`config.mk`:
```
export PLATFORM = sky130hd
export DESIGN_NAME = spl_core
export DESIGN_NICKNAME = d
export VERILOG_FILES = /design/src/spl_pkg.sv /design/src/spl_core.sv /design/src/spl_rate_gen.sv
export SDC_FILE = /design/constraint.sdc
export NUM_CORES = 1
export LEC_CHECK = 0
export BUFFER_PORTS_ARGS = -buffer_cell sky130_fd_sc_hd__buf_2
export CAP_MARGIN = 20
export CORE_MARGIN = 3
export CORE_UTILIZATION = 41
export CTS_BUF_LIST = sky130_fd_sc_hd__clkbuf_4 sky130_fd_sc_hd__clkbuf_8
export DETAILED_ROUTE_END_ITERATION = 16
export GPL_TIMING_DRIVEN = 1
export PLACE_DENSITY = 0.71
export SYNTH_ARGS = -nofsm -noshare
export SYNTH_HDL_FRONTEND = slang
export SYNTH_SLANG_ARGS = --single-unit
```
`constraint.sdc`:
```
create_clock -name pclk -period 2.8 [get_ports pclk]
set_clock_uncertainty 0.15 [all_clocks]
set_input_delay 0.28 -clock pclk [delete_from_list [all_inputs] [get_ports pclk]]
set_output_delay 0.28 -clock pclk [all_outputs]
set_load 0.005 [all_outputs]
```
`src/spl_pkg.sv`:
```
//==============================================================================
// constants and types of the serial pin and control block
//==============================================================================
package spl_pkg;

   //===========================================================================
   // register map: printed offsets are indices, byte address is four times
   //===========================================================================
   localparam logic [7:0] SPL_IDX_CONTROL  = 8'h10;
   localparam logic [7:0] SPL_IDX_STATUS   = 8'h11;
   localparam logic [7:0] SPL_IDX_DATA     = 8'h12;
   localparam logic [9:0] SPL_ADDR_CONTROL = {SPL_IDX_CONTROL, 2'b00};
   localparam logic [9:0] SPL_ADDR_STATUS  = {SPL_IDX_STATUS, 2'b00};
   localparam logic [9:0] SPL_ADDR_DATA    = {SPL_IDX_DATA, 2'b00};

   //===========================================================================
   // field positions
   //===========================================================================
   localparam int SPL_CTL_RX_IE   = 7;
   localparam int SPL_CTL_MASTER  = 5;
   localparam int SPL_CTL_CPOL    = 4;
   localparam int SPL_CTL_CPHA    = 3;
   localparam int SPL_CTL_WOM     = 2;
   localparam int SPL_CTL_ENABLE  = 1;
   localparam int SPL_CTL_TX_IE   = 0;
   localparam int SPL_STA_RX_FULL = 7;
   localparam int SPL_STA_ERR_IE  = 6;
   localparam int SPL_STA_OVRF    = 5;
   localparam int SPL_STA_MODE_FAULT_FLAG    = 4;
   localparam int SPL_STA_TX_EMPT = 3;
   localparam int SPL_STA_MODE_FAULT_ENABLE  = 2;
   localparam int SPL_STA_RATE_HI = 1;
   localparam int SPL_STA_RATE_LO = 0;

   //===========================================================================
   // reset values and timing
   //===========================================================================
   localparam logic [7:0] SPL_CONTROL_RESET = 8'h28;
   localparam logic [4:0] SPL_EDGES_PER_BYTE = 5'h10;
   localparam logic [7:0] SPL_DIV_0 = 8'h02;
   localparam logic [7:0] SPL_DIV_1 = 8'h08;
   localparam logic [7:0] SPL_DIV_2 = 8'h20;
   localparam logic [7:0] SPL_DIV_3 = 8'h80;

   //===========================================================================
   // types
   //===========================================================================
   typedef enum logic {SPL_IDLE, SPL_RUN} spl_state_type;

   // one pin as seen from a driver
   typedef struct packed {
      logic out;
      logic oe;
   } spl_drive_type;

   // control register fields
   typedef struct packed {
      logic rx_full_irq_enable;
      logic master_select;
      logic cpol;
      logic cpha;
      logic wired_or_select;
      logic module_enable;
      logic tx_empty_irq_enable;
   } spl_control_type;

   // baud divisor from the two rate bits
   function automatic logic [7:0] spl_divisor(input logic [1:0] rate);
      case (rate)
         2'b00:   spl_divisor = SPL_DIV_0;
         2'b01:   spl_divisor = SPL_DIV_1;
         2'b10:   spl_divisor = SPL_DIV_2;
         default: spl_divisor = SPL_DIV_3;
      endcase
   endfunction : spl_divisor

endpackage : spl_pkg

```
`src/spl_core.sv`:
```
`timescale 1ns/10ps
`default_nettype none
//==============================================================================
// serial unit: register file, pin control and shift engine
//==============================================================================
module spl_core
(
   // clock and reset
   input  wire logic                   pclk,
   input  wire logic                   presetn,
   // apb slave
   input  wire logic                   psel,
   input  wire logic                   penable,
   input  wire logic                   pwrite,
   input  wire logic [9:0]             paddr,
   input  wire logic [31:0]            pwdata,
   output logic      [31:0]            prdata,
   output logic                        pready,
   output logic                        pslverr,
   // pin levels
   input  wire logic                   sclk_in,
   input  wire logic                   mosi_in,
   input  wire logic                   miso_in,
   input  wire logic                   ss_n_in,
   // shared port drive used while the unit does not own a pin
   input  wire spl_pkg::spl_drive_type port_sclk,
   input  wire spl_pkg::spl_drive_type port_mosi,
   input  wire spl_pkg::spl_drive_type port_miso,
   input  wire spl_pkg::spl_drive_type port_ss,
   // pin drive
   output spl_pkg::spl_drive_type      sclk_drive,
   output spl_pkg::spl_drive_type      mosi_drive,
   output spl_pkg::spl_drive_type      miso_drive,
   output spl_pkg::spl_drive_type      ss_drive,
   output logic                        pullup_enable,
   output logic                        ss_port_level,
   // interrupt requests
   output logic                        tx_irq,
   output logic                        rx_irq
);
   import spl_pkg::*;

   //===========================================================================
   // declarations
   //===========================================================================
   spl_control_type ctl;
   logic            err_ie;
   logic            mode_fault_flag_en;
   logic [1:0]      rate;
   logic            rx_full_flag;
   logic            ovrf_flag;
   logic            mode_fault_flag;
   logic            tx_full;
   logic [7:0]      tx_data;
   logic [7:0]      rx_data;
   logic [7:0]      shift;
   logic            sample_bit;
   logic            out_bit;
   logic [4:0]      edge_cnt;
   spl_state_type   state;
   logic            sclk_lvl;
   logic            sclk_prev;
   logic            ss_prev;
   logic            done;
   logic [7:0]      done_byte;
   logic            ovrf_armed;
   logic            mode_fault_flag_armed;
   logic            wr_ctl;
   logic            wr_sta;
   logic            wr_dat;
   logic            rd_sta;
   logic            rd_dat;
   logic            access;
   logic            setup;
   logic            mapped;
   logic            en;
   logic            is_master;
   logic            is_slave;
   logic            ss_fall;
   logic            ss_rise;
   logic            tick;
   logic            eng_edge;
   logic            eng_lead;
   logic            slave_edge;
   logic            load;
   logic            slave_start0;
   logic            slave_start1;
   logic            in_pin;
   logic            fault_master;
   logic            fault_slave;
   logic [7:0]      status_val;
   logic [7:0]      read_val;

   //===========================================================================
   // apb decode
   //===========================================================================
   assign setup   = psel && !penable;
   assign access  = psel && penable;
   assign mapped  = (paddr == SPL_ADDR_CONTROL) || (paddr == SPL_ADDR_STATUS)
                    || (paddr == SPL_ADDR_DATA);
   assign pready  = 1'b1;                       // no wait states
   assign pslverr = access && !mapped;
   assign wr_ctl  = access && pwrite && (paddr == SPL_ADDR_CONTROL);
   assign wr_sta  = access && pwrite && (paddr == SPL_ADDR_STATUS);
   assign wr_dat  = access && pwrite && (paddr == SPL_ADDR_DATA);
   assign rd_sta  = access && !pwrite && (paddr == SPL_ADDR_STATUS);
   assign rd_dat  = access && !pwrite && (paddr == SPL_ADDR_DATA);

   // mode decode
   assign en        = ctl.module_enable;
   assign is_master = en && ctl.master_select;
   assign is_slave  = en && !ctl.master_select;

   assign status_val = {rx_full_flag, err_ie, ovrf_flag, mode_fault_flag,
                        !tx_full, mode_fault_flag_en, rate};

   // read mux, captured in the setup cycle
   always_comb
   begin
      read_val = 8'h00;
      if (paddr == SPL_ADDR_CONTROL)
         read_val = {ctl.rx_full_irq_enable, 1'b0, ctl.master_select, ctl.cpol,
                     ctl.cpha, ctl.wired_or_select, ctl.module_enable,
                     ctl.tx_empty_irq_enable};
      else if (paddr == SPL_ADDR_STATUS)
         read_val = status_val;
      else if (paddr == SPL_ADDR_DATA)
         read_val = rx_data;
   end

   // registered read data; the access edge sees the same value
   always_ff @(posedge pclk or negedge presetn)
   begin
      if (!presetn)
         prdata <= 32'h0000_0000;
      else if (setup && !pwrite)
         prdata <= {24'h00_0000, read_val};
   end

   //===========================================================================
   // pin events
   //===========================================================================
   always_ff @(posedge pclk or negedge presetn)
   begin
      if (!presetn)
      begin
         sclk_prev <= 1'b0;
         ss_prev   <= 1'b1;
      end
      else
      begin
         sclk_prev <= sclk_in;
         ss_prev   <= ss_n_in;
      end
   end

   assign ss_fall = ss_prev && !ss_n_in;
   assign ss_rise = !ss_prev && ss_n_in;

   // deselected slave ignores clock edges
   assign slave_edge = is_slave && !ss_n_in && (sclk_in != sclk_prev);

   // one engine edge from either source; leading edge leaves idle level
   always_comb
   begin
      eng_edge = 1'b0;
      eng_lead = 1'b0;
      if (is_master)
      begin
         eng_edge = tick;
         eng_lead = (sclk_lvl == ctl.cpol);
      end
      else if (is_slave)
      begin
         eng_edge = slave_edge;
         eng_lead = (sclk_in != ctl.cpol);
      end
   end

   assign in_pin       = is_master ? miso_in : mosi_in;
   assign slave_start0 = is_slave && !ctl.cpha && ss_fall;
   assign slave_start1 = is_slave && ctl.cpha && eng_edge && eng_lead;
   // transmit byte moves only while the engine is idle
   assign load = en && tx_full && (state == SPL_IDLE) && !slave_start0;

   //===========================================================================
   // master clock divider
   //===========================================================================
   spl_rate_gen u_rate
   (
      .pclk    (pclk),
      .presetn (presetn),
      .run     (is_master && (state == SPL_RUN)),
      .divisor (spl_divisor(rate)),
      .tick    (tick)
   );

   //===========================================================================
   // shift engine
   //===========================================================================
   // disable returns state, shift, edge count and clock level to idle; out_bit, sample_bit and done_byte keep their values
   always_ff @(posedge pclk or negedge presetn)
   begin
      if (!presetn)
      begin
         state      <= SPL_IDLE;
         shift      <= 8'h00;
         sample_bit <= 1'b0;
         out_bit    <= 1'b0;
         edge_cnt   <= 5'h00;
         sclk_lvl   <= 1'b0;
         done       <= 1'b0;
         done_byte  <= 8'h00;
      end
      else if (!en)
      begin
         state      <= SPL_IDLE;
         shift      <= 8'h00;
         edge_cnt   <= 5'h00;
         sclk_lvl   <= ctl.cpol;
         done       <= 1'b0;
      end
      else
      begin
         done <= 1'b0;
         case (state)
            SPL_IDLE:
            begin
               sclk_lvl <= ctl.cpol;
               edge_cnt <= 5'h00;
               if (load)
               begin
                  shift   <= tx_data;
                  out_bit <= tx_data[7];
                  if (is_master)
                     state <= SPL_RUN;
               end
               else if (slave_start0)
               begin
                  out_bit <= shift[7];
                  state   <= SPL_RUN;
               end
               else if (slave_start1)
               begin
                  out_bit  <= shift[7];                    // first edge counts
                  edge_cnt <= 5'h01;
                  state    <= SPL_RUN;
               end
            end
            SPL_RUN:
            begin
               if (eng_edge)
               begin
                  if (is_master)
                     sclk_lvl <= !sclk_lvl;
                  edge_cnt <= edge_cnt + 5'h01;
                  if (eng_lead)
                  begin
                     if (ctl.cpha)
                        out_bit <= shift[7];
                     else
                        sample_bit <= in_pin;
                  end
                  else if (ctl.cpha)
                     shift <= {shift[6:0], in_pin};
                  else
                  begin
                     shift   <= {shift[6:0], sample_bit};
                     out_bit <= shift[6];
                  end
                  // sixteen edges make eight clock cycles
                  if (edge_cnt == SPL_EDGES_PER_BYTE - 5'h01)
                  begin
                     state     <= SPL_IDLE;
                     done      <= 1'b1;
                     done_byte <= ctl.cpha ? {shift[6:0], in_pin}
                                           : {shift[6:0], sample_bit};
                  end
               end
            end
            default: state <= SPL_IDLE;
         endcase
      end
   end

   //===========================================================================
   // control register
   //===========================================================================
   // a master fault drops the enable on its own
   assign fault_master = is_master && mode_fault_flag_en && !ss_n_in;
   assign fault_slave  = is_slave && mode_fault_flag_en && ss_rise && (state == SPL_RUN);

   always_ff @(posedge pclk or negedge presetn)
   begin
      if (!presetn)
         ctl <= spl_control_type'({SPL_CONTROL_RESET[7], SPL_CONTROL_RESET[5:0]}); // bit 6 unused
      else if (fault_master)
         ctl.module_enable <= 1'b0;
      else if (wr_ctl)
      begin
         ctl.rx_full_irq_enable  <= pwdata[SPL_CTL_RX_IE];
         ctl.master_select       <= pwdata[SPL_CTL_MASTER];
         ctl.cpol                <= pwdata[SPL_CTL_CPOL];
         ctl.cpha                <= pwdata[SPL_CTL_CPHA];
         ctl.wired_or_select     <= pwdata[SPL_CTL_WOM];
         ctl.module_enable       <= pwdata[SPL_CTL_ENABLE];
         ctl.tx_empty_irq_enable <= pwdata[SPL_CTL_TX_IE];
      end
   end

   // writable status bits, kept across a partial reset
   always_ff @(posedge pclk or negedge presetn)
   begin
      if (!presetn)
      begin
         err_ie  <= 1'b0;
         mode_fault_flag_en <= 1'b0;
         rate    <= 2'b00;
      end
      else if (wr_sta)
      begin
         err_ie  <= pwdata[SPL_STA_ERR_IE];
         mode_fault_flag_en <= pwdata[SPL_STA_MODE_FAULT_ENABLE];
         rate    <= {pwdata[SPL_STA_RATE_HI], pwdata[SPL_STA_RATE_LO]};
      end
   end

   //===========================================================================
   // transmit buffer
   //===========================================================================
   // empty flag is the inverse of full; disable forces empty
   always_ff @(posedge pclk or negedge presetn)
   begin
      if (!presetn)
      begin
         tx_full <= 1'b0;
         tx_data <= 8'h00;
      end
      else
      begin
         if (wr_dat)
            tx_data <= pwdata[7:0];
         if (!en)
            tx_full <= 1'b0;
         else if (wr_dat)
            tx_full <= 1'b1;
         else if (load)
            tx_full <= 1'b0;
      end
   end

   //===========================================================================
   // receive side and error flags
   //===========================================================================
   // clearing an error flag takes a status read with the flag set, then a second access
   always_ff @(posedge pclk or negedge presetn)
   begin
      if (!presetn)
      begin
         rx_data         <= 8'h00;
         rx_full_flag    <= 1'b0;
         ovrf_flag       <= 1'b0;
         mode_fault_flag <= 1'b0;
         ovrf_armed      <= 1'b0;
         mode_fault_flag_armed      <= 1'b0;
      end
      else
      begin
         if (rd_sta)
         begin
            ovrf_armed <= prdata[SPL_STA_OVRF];
            mode_fault_flag_armed <= prdata[SPL_STA_MODE_FAULT_FLAG];
         end
         // new byte wins over a clearing read in the same cycle
         if (done && !rx_full_flag)
         begin
            rx_data      <= done_byte;
            rx_full_flag <= 1'b1;
         end
         else if (done && rx_full_flag && !rd_dat)
            ovrf_flag <= 1'b1;                     // last shifted byte is lost
         else if (done && rd_dat)
         begin
            rx_data      <= done_byte;
            rx_full_flag <= 1'b1;
         end
         else if (rd_dat)
            rx_full_flag <= 1'b0;
         if (rd_dat && ovrf_armed && !(done && rx_full_flag && !rd_dat))
         begin
            ovrf_flag  <= 1'b0;
            ovrf_armed <= 1'b0;
         end
         if (fault_master || fault_slave)
            mode_fault_flag <= 1'b1;
         else if (wr_ctl && mode_fault_flag_armed)
         begin
            mode_fault_flag <= 1'b0;
            mode_fault_flag_armed      <= 1'b0;
         end
      end
   end

   //===========================================================================
   // pin drive
   //===========================================================================
   // open drain only pulls low; push-pull drives both levels
   function automatic spl_drive_type spl_pin(input logic drive, input logic val,
                                             input logic wom);
      spl_pin.out = wom ? 1'b0 : val;
      spl_pin.oe  = wom ? (drive && !val) : drive;
   endfunction : spl_pin

   always_comb
   begin
      sclk_drive = port_sclk;
      mosi_drive = port_mosi;
      miso_drive = port_miso;
      ss_drive   = port_ss;
      if (is_master)
      begin
         sclk_drive = spl_pin(1'b1, sclk_lvl, ctl.wired_or_select);
         mosi_drive = spl_pin(1'b1, out_bit, ctl.wired_or_select);
         miso_drive = '{out: 1'b0, oe: 1'b0};
         if (mode_fault_flag_en)
            ss_drive = '{out: 1'b0, oe: 1'b0};
      end
      else if (is_slave)
      begin
         sclk_drive = '{out: 1'b0, oe: 1'b0};
         mosi_drive = '{out: 1'b0, oe: 1'b0};
         miso_drive = spl_pin(!ss_n_in, out_bit, ctl.wired_or_select);
         ss_drive   = '{out: 1'b0, oe: 1'b0};
      end
   end

   assign pullup_enable = !ctl.wired_or_select;
   assign ss_port_level = ss_n_in;

   //===========================================================================
   // interrupt requests
   //===========================================================================
   assign tx_irq = ctl.tx_empty_irq_enable && !tx_full;
   assign rx_irq = (ctl.rx_full_irq_enable && en && rx_full_flag)
                   || (ctl.rx_full_irq_enable && err_ie
                       && (ovrf_flag || mode_fault_flag));

endmodule : spl_core
`default_nettype wire

```
`src/spl_rate_gen.sv`:
```
`timescale 1ns/10ps
`default_nettype none
//==============================================================================
// half-period tick generator for the master clock
//==============================================================================
module spl_rate_gen
(
   // clock and reset
   input  wire logic       pclk,
   input  wire logic       presetn,
   // control
   input  wire logic       run,
   input  wire logic [7:0] divisor,
   // tick
   output logic            tick
);
   import spl_pkg::*;

   logic [7:0] count;

   // restart from zero whenever idle so the first half period is whole
   always_ff @(posedge pclk or negedge presetn)
   begin
      if (!presetn)
         count <= 8'h00;
      else if (!run || tick)
         count <= 8'h00;
      else
         count <= count + 8'h01;
   end

   assign tick = run && (count == divisor - 8'h01);

endmodule : spl_rate_gen
`default_nettype wire

```
; ---- Yosys cells after proc, flatten, opt, wreduce, memory -nomap -nowiden
; Index checks and enable logic that the tools add are counted.
[word_totals]
reg_bits = 77
latch_bits = 0
ram_bits = 0
rom_bits = 0
input_bits = 59
output_inout_bits = 46
word_cells = 222
mem_count = 0
[classes]
addsub = 3
multipliers = 0
div_mod_pow = 0
n_lt_le_gt_ge = 0
eq_ne = 21
shifts = 0
mux = 82
n_bitwise = 3
reduce_logical = 83
[op_table]
columns = op, n
row1 = 8-bit two-way mux, 11
row2 = 1-bit two-way mux, 53
row3 = 1-bit logical AND, 45
row4 = 10-bit by 7-bit equality test with 1-bit output (second input constant), 3
row5 = 8-bit one-hot mux with 3 select lines, 1
row6 = 2-bit two-way mux, 10
row7 = 1-bit logical NOT, 16
row8 = 8-bit one-hot mux with 2 select lines, 1
row9 = 5-bit two-way mux, 2
row10 = 5-bit one-hot mux with 2 select lines, 1
row11 = 2-bit AND reduction, 5
row12 = 5-bit AND reduction, 2
row13 = 2-bit nonzero test, 5
row14 = 3-bit by 2-bit != test with 1-bit output (second input constant), 3
row15 = 3-bit != test (second input constant), 3
row16 = 8-bit by 1-bit adder with 8-bit output (second input constant), 1
row17 = 8-bit equality test, 1
row18 = 8-bit by 1-bit subtractor with 8-bit output (second input constant), 1
row19 = 1-bit logical OR, 6
row20 = 1-bit one-hot mux with 2 select lines, 3
row21 = 5-bit by 1-bit adder with 5-bit output (second input constant), 1
row22 = 5-bit by 4-bit equality test with 1-bit output (second input constant), 1
row23 = 2-bit by 1-bit != test with 1-bit output (second input constant), 2
row24 = 4-bit != test (second input constant), 1
row25 = other kinds (11), 14

; ---- Depth between registers and ports, before layout
; Gate-level depths: netlist of run 1.
[depth]
depth_word = 13
ltp_mapped = 8
depth_no_buf = 7

; ---- Hierarchy
; Synthesis of run 1 repeated with hierarchy kept, for this count alone.
[hier_totals]
hier_cells = 434
area_unflattened_um2 = 4490.6
[by_module_without_submodules]
columns = module, instances, cells_per_inst, area_each_um2, seq_area_each_um2
row1 = spl_core, 1, 358, 3817.4, 1730.4
row2 = spl_rate_gen, 1, 76, 673.1, 200.2

; ---- Worst setup path after synthesis of run 1
; No wires, ideal clock.
[synth_timing]
path_kind = flip-flop to flip-flop
from = register rate[1]
to = register done_byte[0]
setup_time_ps = 125
t_arrival_ps = 2200
required_ps = 2525
slack_ps = 326
path_stages_with_launch = 9
n_path_buf = 1
period_less_slack_ps = 2474
path_cell_list = dfrtp_1 > or2_2 > ha_1 > xnor2_1 > nor2_2 > a41oi_2 > nor3b_1 > buf_4 > mux2_2
[synth_via]
elab_chain_len = 7
word_cells_on_any_way = 9
cone_classes = add/sub: 1 / eq/ne: 3 / mux: 2 / reduce/logical: 3
[synth_lines]
columns = element, line_no
row1 = "start, declared", spl_core.sv:49  ; logic [1:0] rate;
row2 = "start signal, assigned", spl_core.sv:324  ; rate <= {pwdata[SPL_STA_RATE_HI], pwdata[SPL_STA_RATE_LO]};
row3 = "2-bit equality test, or another cell as far along", spl_pkg.sv:69  ; case (rate)
row4 = 8-bit one-hot mux with 3 select lines (*), spl_pkg.sv:69
row5 = 8-bit by 1-bit subtractor with 8-bit output (*), spl_rate_gen.sv:32  ; assign tick = run && (count == divisor - 8'h01);
row6 = 8-bit equality test (*), spl_rate_gen.sv:32
row7 = 1-bit logical AND (*), spl_rate_gen.sv:32
row8 = 1-bit two-way mux (*), spl_core.sv:168  ; if (is_master)
row9 = 4-bit AND reduction (no source line) (*), -
row10 = "end signal, assigned", spl_core.sv:276  ; done_byte <= ctl.cpha ? {shift[6:0], in_pin}
row11 = "end, declared", spl_core.sv:65  ; logic [7:0] done_byte;
; Mark *: on every way between the ends. The rest lies on a longest branch, timed or not.
; A chain may end at the register's enable or synchronous reset.

; ---- Final worst setup path of run 1
[layout_timing]
from = register rate[1]
to = register done_byte[6]
; The elaborated chain is that of the path after synthesis.

==> results.cfg, run 1 <==
[placement]
buffer_ports.inserted = 55
place.gp.congestion = 0.765
detailedPlacementHpwl_um = 6720

[status]
run_status = complete, no violations

[power]
cellLeakagePower_nw = 2.40
powerDensity_nw_per_um2 = 532
power.ir.vdd_worst_uv = 202

[worst_setup_path]
worstPathMaxFanout = 10
worst_r2r_startpoint = rate[1]
critPathRequiredTime_ns = 2.88
crit_chain = or2_2, ha_1, xnor2_1, nor2_2, a41oi_2, nor3b_1, buf_4, mux2_2
startpoint = rate[1]
critPathLaunchType = flip-flop
critPathCapture = done_byte[6]
worst_setup_path_end_kind = flip-flop
timing.critical_path.slowest_stage_cell = sky130_fd_sc_hd__dfrtp_1
reg2reg_slack_ns = 0.21
timing.reg2reg.worst_path_depth = 8
worstSetupPathType = flip-flop to flip-flop
reg2reg_to = done_byte[6]
worst_path_largest_cell_delay_ns = 0.38
arrival_time_of_data_at_the_critical_path_endpoint_ns = 2.66

[yosys]
yosysUniqueCellTypes = 64
synth.yosys.seq_area_share = 0.459
count_of_flip_flops_with_a_built_in_enable_after_synthesis = 0
async_reset_ff_frac = 1.00
synthesized_instance_count = 389
dominantRegCellSynth = sky130_fd_sc_hd__dfrtp_1
synth_area_per_cell_um2 = 10.8
synth_area_um2 = 4200
yosys_warnings = 0
postSynthRegisterBits = 77

[routing]
routed_wire_length_per_instance_um = 15.2
drtIter0Drc = 170
dr.pass1.iters = 4
finalWirelength_um = 8930
ant_nets = 0
vias = 2980
avgViaCountPerCell = 5.08
drc = 0

[grt]
antenna_found_initial = 0
gr-usage-all-layers = 0.162
grt_first_pass_wirelength_um = 14600
grt_start_max_net_pins = 78
grt_overflow = 0
first_global_vias = 2892

[floorplan]
die_h_um = 107
die_width_um = 107
fp-row-count = 36
die_outline_area_um2 = 11500
starting_density_of_the_core = 0.426
core-area_um2 = 9860
design.portCount = 105

[timing]
max_clock_freq_mhz = 386
report.final.slew_viol_count = 0
layout_min_cycle_time_ns = 2.59
finalSetupTns_ns = 0
rsz0062_at_grt = no
tightest_slew_ns = 0.535
setup_viol = 0
min_period_over_period = 0.924
timing.final.hold_violations = 0
max_slew_margin = 0.642

[finish]
final_util = 0.482
final_layout_size_suffix_gt1_frac = 0.324
finalNetCount = 513
area_growth_syn_to_layout_pct = 13.1
antenna-diode-count = 0

[clock_tree]
cts.clk_slew.worst_paths_ns = 0.07
insertion_delay_ns = 0.34
total_number_of_h_tree_levels = 3
post_cts_resized = 0
root_cell_of_the_clock_tree = sky130_fd_sc_hd__clkbuf_8
holdBufCountCts = 3
clock_tree.buffer_depth = 2
numCtsBuffers = 9
post-cts-setup-buffers = 0
cts_tree = built
tritoncts_num_sinks = 77

[min_path]
min-delay-path-class = primary input to flip-flop

[job]
max-cap-violations = 0
## registers in the layout (all words and copies together) (netlist names), 2 cells and up
name,count
prdata,8
shift,8
done_byte,8
tx_data,8
edge_cnt,5
rate,2
rx_data,8
u_rate.count,8
ctl,6
## power by group
| group | switching, mW | internal (mW) |
|---|---|---|
| combinational | 0.205 | 0.207 |
| clock | 0.395 | 0.399 |
| sequential | 0.0968 | 1.23 |
| total | 0.697 | 1.83 |
## synth_stat cells, drive strengths merged (4+ instances only)
| cell type | number | area share |
|---|---|---|
| a21oi | 7 | 0.0083 |
| a22o | 8 | 0.017 |
| and2 | 4 | 0.0066 |
| and3 | 5 | 0.0074 |
| buf | 35 | 0.058 |
| clkbuf | 4 | 0.0036 |
| dfrtp | 74 | 0.44 |
| ha | 4 | 0.012 |
| inv | 13 | 0.012 |
| mux2 | 44 | 0.12 |
| mux2i | 21 | 0.050 |
| nand2 | 34 | 0.032 |
| nand3 | 10 | 0.012 |
| nand4 | 5 | 0.011 |
| nor2 | 35 | 0.032 |
| nor2b | 4 | 0.0060 |
| nor3 | 4 | 0.0086 |
| o21ai | 20 | 0.026 |
| or2 | 4 | 0.0060 |
| xnor2 | 4 | 0.0083 |
| xor2 | 8 | 0.017 |
## cells in the final DEF (no fill, tap or decap), drive strengths merged, types with 5 or more instances in the layout
cell type	Yosys	routed
inv	13	13
buf	35	63
nand3	10	10
nand2	34	34
mux2i	21	21
and3	5	5
o21ai	20	20
conb	2	25
dfrtp	74	74
mux2	44	44
clkinv	0	5
xor2	8	8
nor2	35	35
a21oi	7	7
a22o	8	8
clkbuf	4	9
nand4	5	5
## area by class of cell
| type | count | area [µm²] |
|---|---|---|
| fill | 913 | 5110 |
| multi-input combinational | 283 | 2050 |
| sequential | 77 | 1930 |
| timing repair buffer | 66 | 378 |
| tap | 133 | 166 |
| clock buffer | 9 | 124 |
| clock inverter | 6 | 55.1 |
| inverter | 13 | 48.8 |
## critical path, delay by kind of cell, from the launching register on
kind                     cells  cell delay (ns)
XOR/XNOR                     1             0.16
buffers and inverters        1             0.22
multiplexers                 1             0.35
adder cells (fa/ha/maj)      1             0.31
flip-flops                   1             0.38
AND/OR/NAND/NOR              3             0.75
AO/OA/AOI/OAI                1             0.17
## metal layers
| metal | track usage | wire (µm) | up-vias |
|---|---|---|---|
| met4 | 0.0466 | 95 | 0 |
| met5 | 0 | 0 | - |
| li1 | - | - | 1437 |
| met3 | 0.0319 | 422 | 7 |
| met1 | 0.220 | 4140 | 1445 |
| met2 | 0.261 | 4270 | 91 |
## stage by stage
| stage | hold WS [ns] | instance area, µm² | setup WS, ns | power, mW | cells |
|---|---|---|---|---|---|
| 2_1_floorplan | -0.166 | 4290 | 0.326 | 1.63 | 412 |
| 3_3_place_gp | 0.193 | 4550 | 0.227 | 1.73 | 569 |
| 3_5_place_dp | 0.200 | 4550 | 0.220 | 1.76 | 569 |
| 4_1_cts | 0.0190 | 4750 | 0.204 | 2.56 | 587 |
| 5_1_grt | 0.0225 | 4750 | 0.0603 | 2.68 | 587 |
| 6_report | 0.0392 | 4750 | 0.212 | 2.53 | 587 |
## worst min path at each step
| stage | start | endpoint | cells after the start |
|---|---|---|---|
| after floorplan | presetn | ctl[0] | 0 |
| after global placement | presetn | prdata[7] | 2 |
| after detailed placement | presetn | prdata[0] | 2 |
| after CTS | pwdata[3] | ctl[3] | 2 |
| after global routing | pwdata[3] | ctl[3] | 2 |
| final | pwdata[3] | ctl[3] | 2 |
## cell families (layout without fill, tap and decap cells)
group	Yosys count	in the layout	share of synthesized area
AOI/OAI and AO/OA	58	58	0.104
DFF	77	77	0.459
muxes	65	65	0.168
other	2	25	0.00179
adders and majority gates	4	4	0.0119
and+or+nand+nor	119	119	0.157
xor gates and xnor gates	12	12	0.0250
buffers and inverters	52	94	0.0729
Power figures use the tool's default switching activity.
==> run 2, diff against run 1 <==
--- a/config.mk
+++ b/config.mk
@@ -7,12 +7,15 @@
 export LEC_CHECK = 0
 export BUFFER_PORTS_ARGS = -buffer_cell sky130_fd_sc_hd__buf_2
 export CAP_MARGIN = 20
+export CELL_PAD_IN_SITES_DETAIL_PLACEMENT = 0
+export CELL_PAD_IN_SITES_GLOBAL_PLACEMENT = 1
 export CORE_MARGIN = 3
 export CORE_UTILIZATION = 41
 export CTS_BUF_LIST = sky130_fd_sc_hd__clkbuf_4 sky130_fd_sc_hd__clkbuf_8
 export DETAILED_ROUTE_END_ITERATION = 16
 export GPL_TIMING_DRIVEN = 1
-export PLACE_DENSITY = 0.71
+export PLACE_DENSITY = 0.87
+export RECOVER_POWER = 50
 export SYNTH_ARGS = -nofsm -noshare
 export SYNTH_HDL_FRONTEND = slang
 export SYNTH_SLANG_ARGS = --single-unit
==> run 2 against run 1 <==
The flow now finishes with violations (capacitance limit, slew limit). Worst setup slack lost 0.042 ns. First-iteration DRC count fell by 6.5%. Power up 6.6%. Clock-buffer cell count unchanged. Fmax down 1.6%. Via count increased by 2.2%. Register-to-register slack got worse by 0.04 ns. Largest cell class unchanged.
==> results.cfg, run 2 (synthesis gave the netlist of run 1 again) <==
[clock_tree]
clock_tree.buffer_depth = 2
cts_tree = built
post-cts-setup-buffers = 0
insertion_delay_ns = 0.36
total_number_of_h_tree_levels = 3
cts.clk_slew.worst_paths_ns = 0.08
root_cell_of_the_clock_tree = sky130_fd_sc_hd__clkbuf_8
tritoncts_num_sinks = 77
post_cts_resized = 0
holdBufCountCts = 3
numCtsBuffers = 9

[worst_setup_path]
critPathLaunchType = flip-flop
worstSetupPathType = flip-flop to flip-flop
arrival_time_of_data_at_the_critical_path_endpoint_ns = 2.73
worstPathMaxFanout = 10
worst_setup_path_end_kind = flip-flop
critPathRequiredTime_ns = 2.90

[placement]
place.gp.congestion = 0.773
detailedPlacementHpwl_um = 6840
dpl-instance-area_um2 = 4530
buffer_ports.inserted = 55
pre_cts_slack_ns = 0.165

[routing]
routed_wire_length_per_instance_um = 15.6
dr.pass1.iters = 4
drc = 0
drtIter0Drc = 159
ant_nets = 0
finalWirelength_um = 9130
avgViaCountPerCell = 5.19
vias = 3047

[timing]
rsz0062_at_grt = no
max_slew_margin = -0.260
report.final.slew_viol_count = 78
tightest_slew_ns = 1.89
setup_viol = 0
holdWs_ns = 0.0202
finalWorstSetupSlack_ns = 0.170
layout_min_cycle_time_ns = 2.63
timing.final.hold_violations = 0
min_period_over_period = 0.939
finalSetupTns_ns = 0
max_clock_freq_mhz = 380

[grt]
global_route.peak_usage_layer = met2
antenna_found_initial = 0
first_global_vias = 2959
gr-usage-all-layers = 0.166
grt_overflow = 0
grt_use_met2 = 0.271
groute.layer.met3.usage = 0.0337
grt_start_max_net_pins = 78
groute.layer.met1.usage = 0.222
grt_first_pass_wirelength_um = 15000

[floorplan]
die_outline_area_um2 = 11500
die_width_um = 107
die_h_um = 107
starting_density_of_the_core = 0.426
fp-row-count = 36
design.portCount = 105
core-area_um2 = 9860

[finish]
post_route_standard_cell_area_excluding_fillers_um2 = 4780
antenna-diode-count = 0
layout.cells.most_common_list = sky130_fd_sc_hd__dfrtp_1 (74), sky130_fd_sc_hd__buf_2 (49), sky130_fd_sc_hd__mux2_2 (42)
area_growth_syn_to_layout_pct = 13.7
final_layout_size_suffix_gt1_frac = 0.311
finalNetCount = 512
final_common_cell = sky130_fd_sc_hd__dfrtp_1

[job]
max-cap-violations = 1

[power]
power.ir.vdd_worst_uv = 210
powerDensity_nw_per_um2 = 565
cellLeakagePower_nw = 2.39

[status]
run_status = complete, but fails checks
failed_checks = capacitance limit, slew limit

[min_path]
min-delay-path-class = primary input to flip-flop
==> run 2: cell count changes in the layout (fill, tap and decap cells not counted), moves of 2 or more <==
cell,change
sky130_fd_sc_hd__buf_2,-6
sky130_fd_sc_hd__clkinv_2,-5
sky130_fd_sc_hd__clkbuf_1,+4
sky130_fd_sc_hd__clkinv_4,+3
sky130_fd_sc_hd__clkbuf_2,+2
==> run 2: worst paths after layout <==
path	from	to	slack (ns)	cells after the start
max	rate[0]	done_byte[6]	0.17	8
min	pwdata[3]	tx_data[3]	0.02	2
max reg2reg	rate[0]	done_byte[6]	0.17	8
min reg2reg	u_rate.count[0]	u_rate.count[0]	0.34	1
max in group asynchronous	presetn	rx_data[7]	0.55	2
min in group asynchronous	presetn	edge_cnt[4]	0.82	2
==> run 2: layout make-up <==
| type | count | area [µm²] |
|---|---|---|
| Clock buffer | 9 | 124 |
| Clock inverter | 7 | 106 |
| Fill cell | 920 | 5090 |
| Inverter | 13 | 48.8 |
| Multi-Input combinational cell | 283 | 2050 |
| Sequential cell | 77 | 1930 |
| Tap cell | 133 | 166 |
| Timing Repair Buffer | 65 | 353 |
==> run 2: per-layer routing <==
| layer | routed length [µm] | share of wire |
|---|---|---|
| met1 | 4110 | 0.45 |
| met2 | 4370 | 0.48 |
| met3 | 506 | 0.055 |
| met4 | 144 | 0.016 |
| met5 | 0 | 0 |
==> run 2: worst max-delay path, stage by stage (launching register included) <==
cell,delay (ns)
sky130_fd_sc_hd__dfrtp_1,0.40
sky130_fd_sc_hd__or2_2,0.28
sky130_fd_sc_hd__ha_1,0.30
sky130_fd_sc_hd__xnor2_1,0.15
sky130_fd_sc_hd__nor2_2,0.23
sky130_fd_sc_hd__a41oi_2,0.18
sky130_fd_sc_hd__nor3b_1,0.25
sky130_fd_sc_hd__buf_4,0.23
sky130_fd_sc_hd__mux2_2,0.35
==> run 2: report_power, final <==
part,switching (mW),total [mW],internal (mW)
registers,0.0921,1.32,1.23
clock network,0.458,0.974,0.516
logic,0.203,0.405,0.202
==> run 2: per-stage QoR <==
step	power, mW	instances	util
after floorplan	1.63	412	-
after global placement	1.72	568	0.459
after detailed placement	1.75	568	0.459
after CTS	2.73	587	0.485
after global routing	2.84	587	0.484
final	2.70	587	0.484
